## src/scd_pkg.sv

```systemverilog
package scd_pkg;

  // ----------------------------------------------------------------
  // register map (byte addresses on the apb bus)
  // ----------------------------------------------------------------
  localparam logic [7:0] OFF_MAIN = 8'h00;
  localparam logic [7:0] OFF_OPT  = 8'h04;
  localparam logic [7:0] OFF_BAUD = 8'h08;
  localparam logic [7:0] OFF_STAT = 8'h0C;
  localparam logic [7:0] OFF_DATA = 8'h10;

  // ----------------------------------------------------------------
  // field positions and write masks
  // ----------------------------------------------------------------
  localparam int OC_MFEN  = 4;
  localparam int OC_BIDIR = 3;
  localparam int OC_SIW   = 1;
  localparam int OC_SWS   = 0;
  localparam logic [7:0] OC_MASK = 8'h1B;
  localparam int BR_PRE_LO  = 4;
  localparam int BR_RATE_LO = 0;
  localparam logic [7:0] BR_MASK = 8'h77;
  localparam int ST_RXF = 7;
  localparam int ST_TXE = 5;
  localparam int ST_MF  = 4;

  // ----------------------------------------------------------------
  // reset values and transfer timing
  // ----------------------------------------------------------------
  localparam logic [7:0] MAIN_RST = 8'h00;
  localparam logic [7:0] OPT_RST  = 8'h00;
  localparam logic [7:0] BAUD_RST = 8'h00;
  localparam logic [3:0] LAST_EDGE = 4'hF;  // sixteen clock edges, eight bits
  localparam int TX_RELOAD_CYC = 2;

  // ----------------------------------------------------------------
  // types
  // ----------------------------------------------------------------
  typedef struct packed {
    logic rx_fault_int_enable;
    logic system_enable;
    logic tx_int_enable;
    logic master_select;
    logic clk_polarity;
    logic clk_phase;
    logic select_output_enable;
    logic lsb_first;
  } scd_main_s;

  typedef struct packed {
    logic o;
    logic oe;
  } scd_pin_s;

  typedef enum {st_idle, st_run} scd_state_e;

  // bit that leaves the shifter first
  function automatic logic scd_front(input logic [7:0] d, input logic lsbf);
    return lsbf ? d[0] : d[7];
  endfunction

  // shift one received bit in at the far end
  function automatic logic [7:0] scd_shift_in(input logic [7:0] d, input logic b, input logic lsbf);
    return lsbf ? {b, d[7:1]} : {d[6:0], b};
  endfunction

endpackage

```

## src/scd_serial_regs.sv

```systemverilog
module scd_serial_regs
  import scd_pkg::*;
(
  input  wire logic        pclk,
  input  wire logic        presetn,
  input  wire logic [7:0]  paddr,
  input  wire logic        psel,
  input  wire logic        penable,
  input  wire logic        pwrite,
  input  wire logic [31:0] pwdata,
  output logic      [31:0] prdata,
  output logic             pready,
  output logic             pslverr,
  input  wire logic        wait_mode,
  input  wire logic        sck_in,
  output logic             sck_out,
  output logic             sck_oe,
  input  wire logic        mosi_in,
  output logic             mosi_out,
  output logic             mosi_oe,
  input  wire logic        miso_in,
  output logic             miso_out,
  output logic             miso_oe,
  input  wire logic        ss_n_in,
  output logic             ss_n_out,
  output logic             ss_n_oe,
  output logic             irq
);

  // ----------------------------------------------------------------
  // state
  // ----------------------------------------------------------------
  scd_main_s  main_ctl, next_main_ctl;
  logic [7:0] opt, next_opt, baud, next_baud;
  logic [7:0] rx_buf, next_rx_buf, tx_buf, next_tx_buf;
  logic       rx_full, next_rx_full, tx_empty, next_tx_empty;
  logic       mode_fault, next_mode_fault;
  logic       arm_rx, next_arm_rx, arm_tx, next_arm_tx, arm_mf, next_arm_mf;
  logic [31:0] next_prdata;
  logic       next_pready, next_pslverr, next_irq;
  scd_state_e state, next_state;
  logic [7:0] shifter, next_shifter;
  logic       out_bit, next_out_bit, sck_lvl, next_sck_lvl;
  logic [3:0] edge_cnt, next_edge_cnt;
  logic [2:0] pre_cnt, next_pre_cnt;
  logic [6:0] rate_cnt, next_rate_cnt;
  logic       sck_q, sck_q2, ss_q, ss_q2;
  scd_pin_s   next_sck, next_mosi, next_miso, next_ss;

  // ----------------------------------------------------------------
  // shared decode
  // ----------------------------------------------------------------
  logic       en, mst, cpol, cpha, lsbf, sws, bidir, mfen, run_ok;
  logic [2:0] pre, rate;
  logic [6:0] half_lim;
  logic       half_tick, m_edge, s_edge, edge_ev, lead, sample_ev, din;
  logic [7:0] shifted;
  logic       eng_load, eng_done;
  logic [7:0] eng_rx_byte;
  logic       acc_fin;
  assign en        = main_ctl.system_enable;
  assign mst       = main_ctl.master_select;
  assign cpol      = main_ctl.clk_polarity;
  assign cpha      = main_ctl.clk_phase;
  assign lsbf      = main_ctl.lsb_first;
  assign sws       = opt[OC_SWS];
  assign bidir     = opt[OC_BIDIR];
  assign mfen      = opt[OC_MFEN];
  assign run_ok    = en && !(wait_mode && opt[OC_SIW]);
  assign pre       = baud[BR_PRE_LO+2:BR_PRE_LO];
  assign rate      = baud[BR_RATE_LO+2:BR_RATE_LO];
  // half bit time is (pre+1) * 2^rate bus cycles
  assign half_lim  = 7'((8'h01 << rate) - 8'h01);
  assign half_tick = (pre_cnt == pre) && (rate_cnt == half_lim);
  assign m_edge    = (state == st_run) && mst && half_tick;
  assign s_edge    = !mst && !ss_q && (sck_q != sck_q2);
  assign edge_ev   = m_edge || s_edge;
  assign lead      = mst ? !edge_cnt[0] : (sck_q != cpol);
  assign sample_ev = lead ^ cpha;  // phase 0 samples on leading edges
  assign din       = mst ? (sws ? mosi_in : miso_in) : (sws ? miso_in : mosi_in);
  assign shifted   = scd_shift_in(shifter, din, lsbf);
  assign acc_fin   = psel && penable && pready;

  // ----------------------------------------------------------------
  // shift engine
  // ----------------------------------------------------------------
  // slave edges come from the sampled clock pin, so that clock must stay well below the bus clock
  always_comb begin
    next_state    = state;
    next_shifter  = shifter;
    next_out_bit  = out_bit;
    next_sck_lvl  = sck_lvl;
    next_edge_cnt = edge_cnt;
    next_pre_cnt  = pre_cnt;
    next_rate_cnt = rate_cnt;
    eng_load      = 1'b0;
    eng_done      = 1'b0;
    eng_rx_byte   = shifter;
    if (!en) begin
      next_state    = st_idle;
      next_sck_lvl  = 1'b0;
      next_edge_cnt = 4'h0;
      next_pre_cnt  = 3'h0;
      next_rate_cnt = 7'h00;
    end else if (run_ok) begin
      if (state == st_run && mst) begin
        if (pre_cnt == pre) begin
          next_pre_cnt  = 3'h0;
          next_rate_cnt = half_tick ? 7'h00 : rate_cnt + 7'h01;
        end else begin
          next_pre_cnt = pre_cnt + 3'h1;
        end
      end
      if (edge_ev) begin
        next_state    = st_run;
        next_edge_cnt = edge_cnt + 4'h1;
        next_sck_lvl  = mst ? !sck_lvl : sck_lvl;
        if (sample_ev) begin
          next_shifter = shifted;
        end else begin
          next_out_bit = scd_front(shifter, lsbf);
        end
        if (edge_cnt == LAST_EDGE) begin
          eng_done      = 1'b1;
          eng_rx_byte   = sample_ev ? shifted : shifter;
          next_state    = st_idle;
          next_edge_cnt = 4'h0;
          next_sck_lvl  = 1'b0;
          next_pre_cnt  = 3'h0;
          next_rate_cnt = 7'h00;
        end
      end else if (!mst && ss_q) begin
        // deselect mid-byte drops the partial byte
        next_state    = st_idle;
        next_edge_cnt = 4'h0;
      end else if (state == st_idle && !tx_empty) begin
        eng_load     = 1'b1;
        next_shifter = tx_buf;
        next_out_bit = scd_front(tx_buf, lsbf);
        if (mst) begin
          next_state = st_run;
        end
      end else if (!mst && !cpha && ss_q2 && !ss_q) begin
        next_out_bit = scd_front(shifter, lsbf);
      end
    end
  end

  // engine registers and pin samples
  always_ff @(posedge pclk or negedge presetn) begin
    if (!presetn) begin
      state    <= st_idle;
      shifter  <= 8'h00;
      out_bit  <= 1'b0;
      sck_lvl  <= 1'b0;
      edge_cnt <= 4'h0;
      pre_cnt  <= 3'h0;
      rate_cnt <= 7'h00;
      sck_q    <= 1'b0;
      sck_q2   <= 1'b0;
      ss_q     <= 1'b1;
      ss_q2    <= 1'b1;
    end else begin
      state    <= next_state;
      shifter  <= next_shifter;
      out_bit  <= next_out_bit;
      sck_lvl  <= next_sck_lvl;
      edge_cnt <= next_edge_cnt;
      pre_cnt  <= next_pre_cnt;
      rate_cnt <= next_rate_cnt;
      sck_q    <= sck_in;
      sck_q2   <= sck_q;
      ss_q     <= ss_n_in;
      ss_q2    <= ss_q;
    end
  end

  // ----------------------------------------------------------------
  // registers, flags and apb slave
  // ----------------------------------------------------------------
  // one wait state: prdata is captured in the first access cycle, and a status read arms on that value
  always_comb begin
    logic [7:0] rd_val;
    logic       mapped;
    rd_val          = 8'h00;
    mapped          = 1'b1;
    next_main_ctl   = main_ctl;
    next_opt        = opt;
    next_baud       = baud;
    next_rx_buf     = rx_buf;
    next_tx_buf     = tx_buf;
    next_rx_full    = rx_full;
    next_tx_empty   = tx_empty;
    next_mode_fault = mode_fault;
    next_arm_rx     = arm_rx;
    next_arm_tx     = arm_tx;
    next_arm_mf     = arm_mf;
    next_pready     = psel && penable && !pready;
    case (paddr)
      OFF_MAIN: rd_val = main_ctl;
      OFF_OPT:  rd_val = opt & OC_MASK;
      OFF_BAUD: rd_val = baud;
      OFF_STAT: begin
        rd_val[ST_RXF] = rx_full;
        rd_val[ST_TXE] = tx_empty;
        rd_val[ST_MF]  = mode_fault;
      end
      OFF_DATA: rd_val = rx_buf;
      default:  mapped = 1'b0;
    endcase
    next_pslverr = next_pready && !mapped;
    next_prdata  = next_pready ? {24'h000000, rd_val} : prdata;
    // clears first, so that hardware sets below win
    if (acc_fin && pwrite) begin
      case (paddr)
        OFF_MAIN: begin
          next_main_ctl = pwdata[7:0];
          if (arm_mf) begin
            next_mode_fault = 1'b0;
            next_arm_mf     = 1'b0;
          end
        end
        OFF_OPT:  next_opt  = pwdata[7:0] & OC_MASK;
        OFF_BAUD: next_baud = pwdata[7:0] & BR_MASK;
        OFF_DATA: begin
          if (arm_tx && tx_empty) begin
            next_tx_buf   = pwdata[7:0];
            next_tx_empty = 1'b0;
            next_arm_tx   = 1'b0;
          end
        end
        default: ;  // status writes fall here and change nothing
      endcase
    end
    if (acc_fin && !pwrite && paddr == OFF_STAT) begin
      next_arm_rx = arm_rx || prdata[ST_RXF];
      next_arm_tx = arm_tx || prdata[ST_TXE];
      next_arm_mf = arm_mf || prdata[ST_MF];
    end
    if (acc_fin && !pwrite && paddr == OFF_DATA && arm_rx) begin
      next_rx_full = 1'b0;
      next_arm_rx  = 1'b0;
    end
    next_tx_empty = next_tx_empty || eng_load;
    if (eng_done && !next_rx_full) begin
      next_rx_buf = eng_rx_byte;
    end
    next_rx_full    = next_rx_full || eng_done;
    next_mode_fault = next_mode_fault || (en && mst && mfen && !main_ctl.select_output_enable && !ss_q);
    if (!en) begin
      next_rx_full  = 1'b0;
      next_tx_empty = 1'b1;
    end
    next_irq = (main_ctl.tx_int_enable && tx_empty)
            || (main_ctl.rx_fault_int_enable && (rx_full || mode_fault));
  end

  // register file and bus answer
  always_ff @(posedge pclk or negedge presetn) begin
    if (!presetn) begin
      main_ctl   <= MAIN_RST;
      opt        <= OPT_RST;
      baud       <= BAUD_RST;
      rx_buf     <= 8'h00;
      tx_buf     <= 8'h00;
      rx_full    <= 1'b0;
      tx_empty   <= 1'b1;
      mode_fault <= 1'b0;
      arm_rx     <= 1'b0;
      arm_tx     <= 1'b0;
      arm_mf     <= 1'b0;
      prdata     <= 32'h00000000;
      pready     <= 1'b0;
      pslverr    <= 1'b0;
      irq        <= 1'b0;
    end else begin
      main_ctl   <= next_main_ctl;
      opt        <= next_opt;
      baud       <= next_baud;
      rx_buf     <= next_rx_buf;
      tx_buf     <= next_tx_buf;
      rx_full    <= next_rx_full;
      tx_empty   <= next_tx_empty;
      mode_fault <= next_mode_fault;
      arm_rx     <= next_arm_rx;
      arm_tx     <= next_arm_tx;
      arm_mf     <= next_arm_mf;
      prdata     <= next_prdata;
      pready     <= next_pready;
      pslverr    <= next_pslverr;
      irq        <= next_irq;
    end
  end

  // ----------------------------------------------------------------
  // pin multiplexing
  // ----------------------------------------------------------------
  // an enable of zero hands the pin back to general-purpose port logic
  always_comb begin
    next_sck.o   = cpol ^ sck_lvl;
    next_sck.oe  = en && mst;
    next_mosi.o  = out_bit;
    next_mosi.oe = en && mst && (!sws || bidir);
    next_miso.o  = out_bit;
    next_miso.oe = en && !mst && (sws ? bidir : !ss_q);
    next_ss.o    = (state != st_run);
    next_ss.oe   = en && mst && mfen && main_ctl.select_output_enable;
  end
  // pin drivers
  always_ff @(posedge pclk or negedge presetn) begin
    if (!presetn) begin
      {sck_out, sck_oe}   <= 2'h0;
      {mosi_out, mosi_oe} <= 2'h0;
      {miso_out, miso_oe} <= 2'h0;
      {ss_n_out, ss_n_oe} <= 2'h2;
    end else begin
      {sck_out, sck_oe}   <= next_sck;
      {mosi_out, mosi_oe} <= next_mosi;
      {miso_out, miso_oe} <= next_miso;
      {ss_n_out, ss_n_oe} <= next_ss;
    end
  end

  // ----------------------------------------------------------------
  // checks
  // ----------------------------------------------------------------
  // gap between master clock edges, counted in running cycles only
  logic [10:0] gap;
  always_ff @(posedge pclk or negedge presetn) begin
    if (!presetn) begin
      gap <= 11'h000;
    end else if (m_edge) begin
      gap <= 11'h001;
    end else if (run_ok) begin
      gap <= gap + 11'h001;
    end
  end

  localparam int RELOAD_WIN = TX_RELOAD_CYC;  // local copy of the reload window
endmodule

```

## config.mk

```make
export PLATFORM = sky130hd
export DESIGN_NAME = scd_serial_regs
export DESIGN_NICKNAME = d
export VERILOG_FILES = /design/src/scd_pkg.sv /design/src/scd_serial_regs.sv
export SDC_FILE = /design/constraint.sdc
export NUM_CORES = 1
export LEC_CHECK = 0
export BUFFER_PORTS_ARGS = -buffer_cell sky130_fd_sc_hd__buf_4
export CAP_MARGIN = 20
export CELL_PAD_IN_SITES_DETAIL_PLACEMENT = 1
export CELL_PAD_IN_SITES_GLOBAL_PLACEMENT = 1
export CORE_MARGIN = 2
export CORE_UTILIZATION = 46
export DETAILED_ROUTE_END_ITERATION = 16
export MAX_ROUTING_LAYER = met4
export PLACE_DENSITY = 0.93
export SYNTH_ARGS = -nofsm -noshare
export SYNTH_HDL_FRONTEND = slang
export SYNTH_SLANG_ARGS = --single-unit
```

## constraint.sdc

```tcl
create_clock -name pclk -period 3.9 [get_ports pclk]
set_input_delay 0.39 -clock pclk [delete_from_list [all_inputs] [get_ports pclk]]
set_output_delay 0.39 -clock pclk [all_outputs]
set_load 0.005 [all_outputs]
```

==> results.tsv, run 1 <==
metric	value	unit
H-Tree Depth	3	
Layout Nets	542	
setup repair bufs after CTS	0	
RSZ-0062 raised after global routing	false	
CP max FO	10	
Via density	5.919	
Max Slew Vio Count	0	
period utilization	70.73	%
Root Buffer	clkbuf_8	
routed wire length	12800	um
HPWL Detailed	9241	um
Max-Cap Viols	0	
Simple-Gate Fraction of Synth Area	15.02	%
Util after Layout	52.76	%
Relative slew margins	29.55	%
Filler Cell Count	1117	
FFs w/ async S/R, synth	100.0	%
CTS Buf Count	9	
global-route wire length before repair	20800	um
yosys warns	0	
Initial Utilization	47.38	%
CTS hold repair buffers	0	
Cell Area, Synth	4631	sq um
largest family of logic cells by synthesized area	compound AO/OA/AOI/OAI gates	
CP delay by family, top	simple AND/OR/NAND/NOR gates	
worst hold path type	in2async	
initial antenna violation count	0	
fmax	0.3625	GHz
Main synth FF type	dfrtp_1	
Iteration-0 DRC Markers	232	
total number of vias	3705	
Setup CP Type	reg2reg	
DR DRC count	0	
Worst VDD drop	239.2	uV
leakage power	0.002423	uW
Synth cell types	64	
worst-case clock skew	0.01067	ns
CTS tree	done	
clock-pin slew of the registers on the worst-case setup and hold paths	0.09	ns
status	complete, no violations	
post-synthesis xor/xnor area fraction	2.270	%
Clock Sinks	87	
diode count	0	
Top Ports	93	
die area	10890	sq um
final hold vios	0	
Crit path largest cell delay	0.70	ns
Syn Inst Count	450	
critical path required time	4.14	ns
Layout area overhead	11.38	%
vias in the first global route	3930	
clock latency on the worst-skew pair	0.36	ns
Avg WL per Cell	20.45	um
Seq/Total Area, Yosys	47.12	%
drt pass-1 iters	6	
Synth Area in Compound Gates	15.35	%
Synth Area in Adders	0.8106	%
synthesized area per cell	10.29	sq um
layout cells sized above 1	22.72	%
Die Wd	104.3	um
largest net degree at the start of global routing	66	
die height	104.3	um
Crit. End Element	flop	
Final Setup Violations	0	
number of enable flip-flop cells after synthesis	0	
Std-Cell Rows	36	
Critical Path Source Type	flop	
# port buffers	44	
post-cts gate resize count	0	
Final min period	2.758	ns
ANT nets after route	0	
RePlAce Congestion	0.8748	
worst-case clock buffer depth	2	
Pwr per Cell Area	323.0	nW/um^2
crit-path cells	xor2_1 > or3_1 > a22oi_2 > nor3b_2 > o31ai_2 > a221oi_1	
Buffers & Inverters on Critical Path	0	
Seq cells post-synth	87	
global route overflow	0	
multiplexer share of the synthesized area	11.35	%
core region area	9774	sq um
Arrival @ worst endpoint	2.99	ns
Slowest cell on crit path	nor3b_2	
Setup TNS	0	ns
Slew @ Worst Pin	1.053	ns
Global Route Usage Sum	24.89	%
[through the flow]
stage                     instance area [sq um]  std cells  total power, uW  hold slack [ns]  setup WS [ns]
after floorplan                            4717        473            989.6          0.09441          1.537
after global placement                     4960        611             1029           0.3671          1.000
after detailed placement                   4960        611             1034           0.3662         0.9034
after CTS                                  5157        626             1670           0.1343          1.157
after global routing                       5157        626             1717           0.1278          1.036
final                                      5157        626             1666           0.1246          1.142
[cells in the final DEF (no fill, tap or decap), types with 6 or more instances in the layout]
master    synthesis  layout
dfrtp_1          83      83
buf_4            26      46
nand2_1          41      41
mux2_2           34      34
o21ai_0          28      28
inv_1            27      27
nor2_1           26      26
conb_1            1      24
a21oi_1          18      18
mux2i_1          12      12
clkbuf_8          0      11
nand3_1          10      10
o211ai_1         10      10
a221oi_1         10      10
nor3_1            7       7
xor2_1            7       7
and2_1            6       6
[logic make-up after synthesis]
family          after synthesis
simple gates                128
xor+xnor                     12
flops                        87
compound gates              104
mux                          47
buf+inv                      68
fa+ha+maj                     3
other cells                   1
[routing by layer]
layer  vias to the layer above  GRT usage [%]  part of all wire, %  wire [um]
li1                       1649              -                    -          -
met1                      1902          30.42                   42       5425
met2                       128          41.50                   50       6459
met3                        26          4.449                  4.5        576
met4                         0          8.880                  2.7        340
met5                         -              -                    0          0
[worst paths after layout]
check                                     from                 endpoint  slack (ns)  cells past startpoint
setup / recovery           baud[1]$_DFFE_PN0P_   shifter[5]$_DFFE_PN0P_        1.14                      6
hold / removal                         presetn  rate_cnt[6]$_DFFE_PN0P_        0.12                      1
setup reg to reg           baud[1]$_DFFE_PN0P_   shifter[5]$_DFFE_PN0P_        1.14                      6
hold reg to reg            out_bit$_DFFE_PN0P_       miso_out$_DFF_PN0_        0.39                      0
max in group asynchronous              presetn          ss_q2$_DFF_PN1_        2.90                      2
min in group pclk                      ss_n_in           ss_q$_DFF_PN1_        0.14                      1
[cell usage after synthesis, types with 5 or more instances]
cell / instances / area [sq um]
and2_1: 6 / 37.54
xnor2_1: 5 / 43.79
inv_1: 27 / 101.4
nand3_1: 10 / 50.05
o211ai_1: 10 / 75.07
nor3_1: 7 / 35.03
buf_4: 26 / 195.2
nand4_1: 5 / 31.28
dfrtp_1: 83 / 2077
a21oi_1: 18 / 90.09
mux2_2: 34 / 382.9
a221oi_1: 10 / 87.58
o21ai_0: 28 / 140.1
xor2_1: 7 / 61.31
clkbuf_1: 11 / 41.29
nor2_1: 26 / 97.59
nand2_1: 41 / 153.9
mux2i_1: 12 / 120.1
[registers in the layout (all words and copies together) (netlist names), 3 cells and up]
register / flops
baud: 6
edge_cnt: 4
main_ctl: 3
opt: 4
prdata: 8
pre_cnt: 3
rate_cnt: 7
rx_buf: 8
shifter: 8
tx_buf: 8
[report_power, final]
part / total, uW / internal, uW / switching, uW / leakage, uW
combinational: 104 / 37.0 / 66.6 / 0.00121
clock: 648 / 327 / 321 / 0.0000985
sequential: 914 / 908 / 6.11 / 0.00111
total: 1670 / 1270 / 393 / 0.00242
[final cells by class]
| class | instances | area [sq um] | share of cell area [%] |
|---|---|---|---|
| multi-input cells | 318 | 2165 | 41.97 |
| inverters | 27 | 101.3 | 1.965 |
| well taps | 133 | 166.4 | 3.227 |
| flip-flops and latches | 87 | 2182 | 42.31 |
| clock buffers | 12 | 155.1 | 3.008 |
| clock inverters | 3 | 42.54 | 0.8248 |
| repair buffers | 46 | 345.3 | 6.696 |
(Power assumes the default switching activity.)
==> run 2, diff against run 1 <==
--- a/config.mk
+++ b/config.mk
@@ -5,15 +5,16 @@
 export SDC_FILE = /design/constraint.sdc
 export NUM_CORES = 1
 export LEC_CHECK = 0
+export ABC_AREA = 1
 export BUFFER_PORTS_ARGS = -buffer_cell sky130_fd_sc_hd__buf_4
 export CAP_MARGIN = 20
 export CELL_PAD_IN_SITES_DETAIL_PLACEMENT = 1
 export CELL_PAD_IN_SITES_GLOBAL_PLACEMENT = 1
 export CORE_MARGIN = 2
-export CORE_UTILIZATION = 46
+export CORE_UTILIZATION = 37
 export DETAILED_ROUTE_END_ITERATION = 16
 export MAX_ROUTING_LAYER = met4
-export PLACE_DENSITY = 0.93
+export PLACE_DENSITY = 0.85
 export SYNTH_ARGS = -nofsm -noshare
 export SYNTH_HDL_FRONTEND = slang
 export SYNTH_SLANG_ARGS = --single-unit
==> constraint.sdc (replaced) <==
create_clock -name pclk -period 2.21 [get_ports pclk]
set_input_delay 0.221 -clock pclk [delete_from_list [all_inputs] [get_ports pclk]]
set_output_delay 0.221 -clock pclk [all_outputs]
set_load 0.005 [all_outputs]
==> run 2 against run 1 <==
Against the previous run:
- sequential cell count unchanged
- register-to-register slack worse by 0.97 ns
- routed wire length grew 9.2%
- cell area increased by 7.6%
==> results.tsv, run 2 <==
metric	value	unit
status	complete, no violations	
HPWL Detailed	10510	um
Top Ports	93	
RePlAce Congestion	0.9288	
Max-Cap Viols	0	
period utilization	92.08	%
final hold vios	0	
Net Switching	1475	uW
Synth cell types	43	
number of enable flip-flop cells after synthesis	0	
vias in the first global route	4507	
Max Slew Vio Count	0	
Layout area overhead	16.25	%
Layout Nets	718	
Initial Utilization	37.83	%
Iteration-0 DRC Markers	206	
DR DRC count	0	
worst hold path type	in2reg	
die height	117.6	um
routed wire length	13990	um
Cell Area, Synth	4775	sq um
H-Tree Depth	3	
CP max FO	17	
largest net degree at the start of global routing	88	
count leader, synth	nand2_1	
Syn Inst Count	614	
layout cells sized above 1	13.58	%
Via density	5.077	
FFs w/ async S/R, synth	100.0	%
ANT nets after route	0	
Finished Cell Area	5550	sq um
Setup CP Type	reg2reg	
drt pass-1 iters	4	
final non-filler cell total	842	
critical path required time	2.47	ns
commonest non-fill, non-tap cell in the layout	nand2_1	
leakage power	0.002781	uW
synthesized area per cell	7.776	sq um
clock latency on the worst-skew pair	0.35	ns
Crit. End Element	flop	
Std-Cell Rows	41	
# port buffers	44	
clock-pin slew of the registers on the worst-case setup and hold paths	0.07	ns
placed instance count	823	
Arrival @ worst endpoint	2.30	ns
die area	13830	sq um
fmax	0.4914	GHz
Filler Cell Count	1592	
Root Buffer	clkbuf_16	
internal power	3102	uW
Avg WL per Cell	16.61	um
worst-case clock buffer depth	2	
global route overflow	0	
Seq cells post-synth	87	
Die Wd	117.6	um
Clock Sinks	87	
Final min period	2.035	ns
Relative slew margins	56.61	%
Pwr per Cell Area	824.8	nW/um^2
Critical Path Source Type	flop	
total number of vias	4275	
Main synth FF type	dfrtp_1	
initial antenna violation count	0	
switch share	32.23	%
CTS Buf Count	9	
Slew @ Worst Pin	0.6344	ns
DP Area	5211	sq um
Sequential Power Share	42.9	%
Worst VDD drop	894.7	uV
core region area	12620	sq um
worst-case clock skew	0.006639	ns
clock share of power	33.9	%
most frequent cells in the layout	nand2_1 (178), dfrtp_1 (81), o21ai_0 (72)	
cell accounting for the most synthesized area	dfrtp_1	
yosys warns	0	
Area contributors post-synth	dfrtp_1 (44%), nand2_1 (14%), o21ai_0 (7.9%)	
Seq/Total Area, Yosys	45.70	%
diode count	0	
Multi-input gate area	2128	sq um
top cell type's share of synthesized area	43.50	%
register area	2185	sq um
commonest cells in the netlist	nand2_1 (178), dfrtp_1 (83), o21ai_0 (75)	
Logic pwr share	23.3	%
global-route wire length before repair	23160	um
Global Route Usage Sum	21.67	%
Final Setup Violations	0	
setup repair bufs after CTS	0	
CTS tree	done	
## run 2: worst paths after layout
| path | slack [ns] | depth (start not counted) | start | end |
|---|---|---|---|---|
| max in group asynchronous | 1.36 | 3 | presetn | ss_n_out$_DFF_PN1_ |
| min in group asynchronous | 0.45 | 3 | presetn | prdata[1]$_DFFE_PN0P_ |
| setup reg to reg | 0.18 | 10 | mst$_DFFE_PN0P_ | shifter[6]$_DFFE_PN0P_ |
| hold / removal | 0.11 | 3 | pwdata[4] | mst$_DFFE_PN0P_ |
| hold reg to reg | 0.39 | 0 | out_bit$_DFFE_PN0P_ | miso_out$_DFF_PN0_ |
| setup / recovery | 0.18 | 10 | mst$_DFFE_PN0P_ | shifter[6]$_DFFE_PN0P_ |
## run 2: repair_timing
item,4_1_cts,5_1_grt
endpoints found under the setup margin,0,18
gates resized for setup,0,6
hold endpoints to repair,85,0
hold buffers,3,0
## run 2: stage by stage
stage                     setup WS (ns)  total power [uW]  hold WS, ns  util, %  TNS (ns)
after global placement           0.1605              2952       0.2996    41.29         0
after detailed placement        0.09278              3045       0.3041    41.29         0
after floorplan                  0.4457              2688     -0.07459        -         0
final                            0.1750              4578       0.1064    43.98         0
after CTS                       0.09535              4610      0.09958    43.92         0
after global routing           -0.01332              4872       0.1223    43.98  -0.03827
## run 2: power groups by stage
| stage | clock network, uW | registers [uW] | logic, uW |
|---|---|---|---|
| 2_1_floorplan | 0 | 1940 | 751 |
| 3_3_place_gp | 0 | 1970 | 982 |
| 3_5_place_dp | 0 | 1990 | 1060 |
| 4_1_cts | 1580 | 1960 | 1070 |
| 5_1_grt | 1660 | 1990 | 1220 |
| 6_report | 1550 | 1960 | 1070 |
## run 2: layout make-up
cell class                      count  area share, %
Timing Repair Buffer               57          8.070
Inverter                           72          4.914
Tap cell                          172          3.877
Sequential cell                    87          39.36
Clock buffer                       12          4.441
Clock inverter                      4         0.9919
Multi-Input combinational cell    438          38.35
## run 2: cells by family (layout without fill, tap and decap cells)
family,Yosys count,after routing,synth area share [%]
compound gates,109,109,12.37
xor+xnor,11,11,2.018
fa+ha+maj,3,3,0.7862
buf+inv,112,145,11.63
flops,87,87,45.70
mux,1,1,0.2358
other cells,1,24,0.07854
simple gates,290,290,27.18
## run 2: layer usage
layer	GRT usage [%]	wire [um]	vias up
met3	5.669	525	22
met5	-	0	-
met1	25.77	6118	2100
met4	7.681	405	0
li1	-	-	2046
met2	35.67	6937	107
## run 2: critical path: stages, from the launching register on
cell and delay, ns:
dfrtp_1 0.50, inv_2 0.16, nand2_1 0.12, o21ai_0 0.08
nand2_1 0.06, nand2_1 0.31, o21ai_0 0.42, nand2_1 0.09
nand2_1 0.07, nand2_1 0.05, o21ai_1 0.09
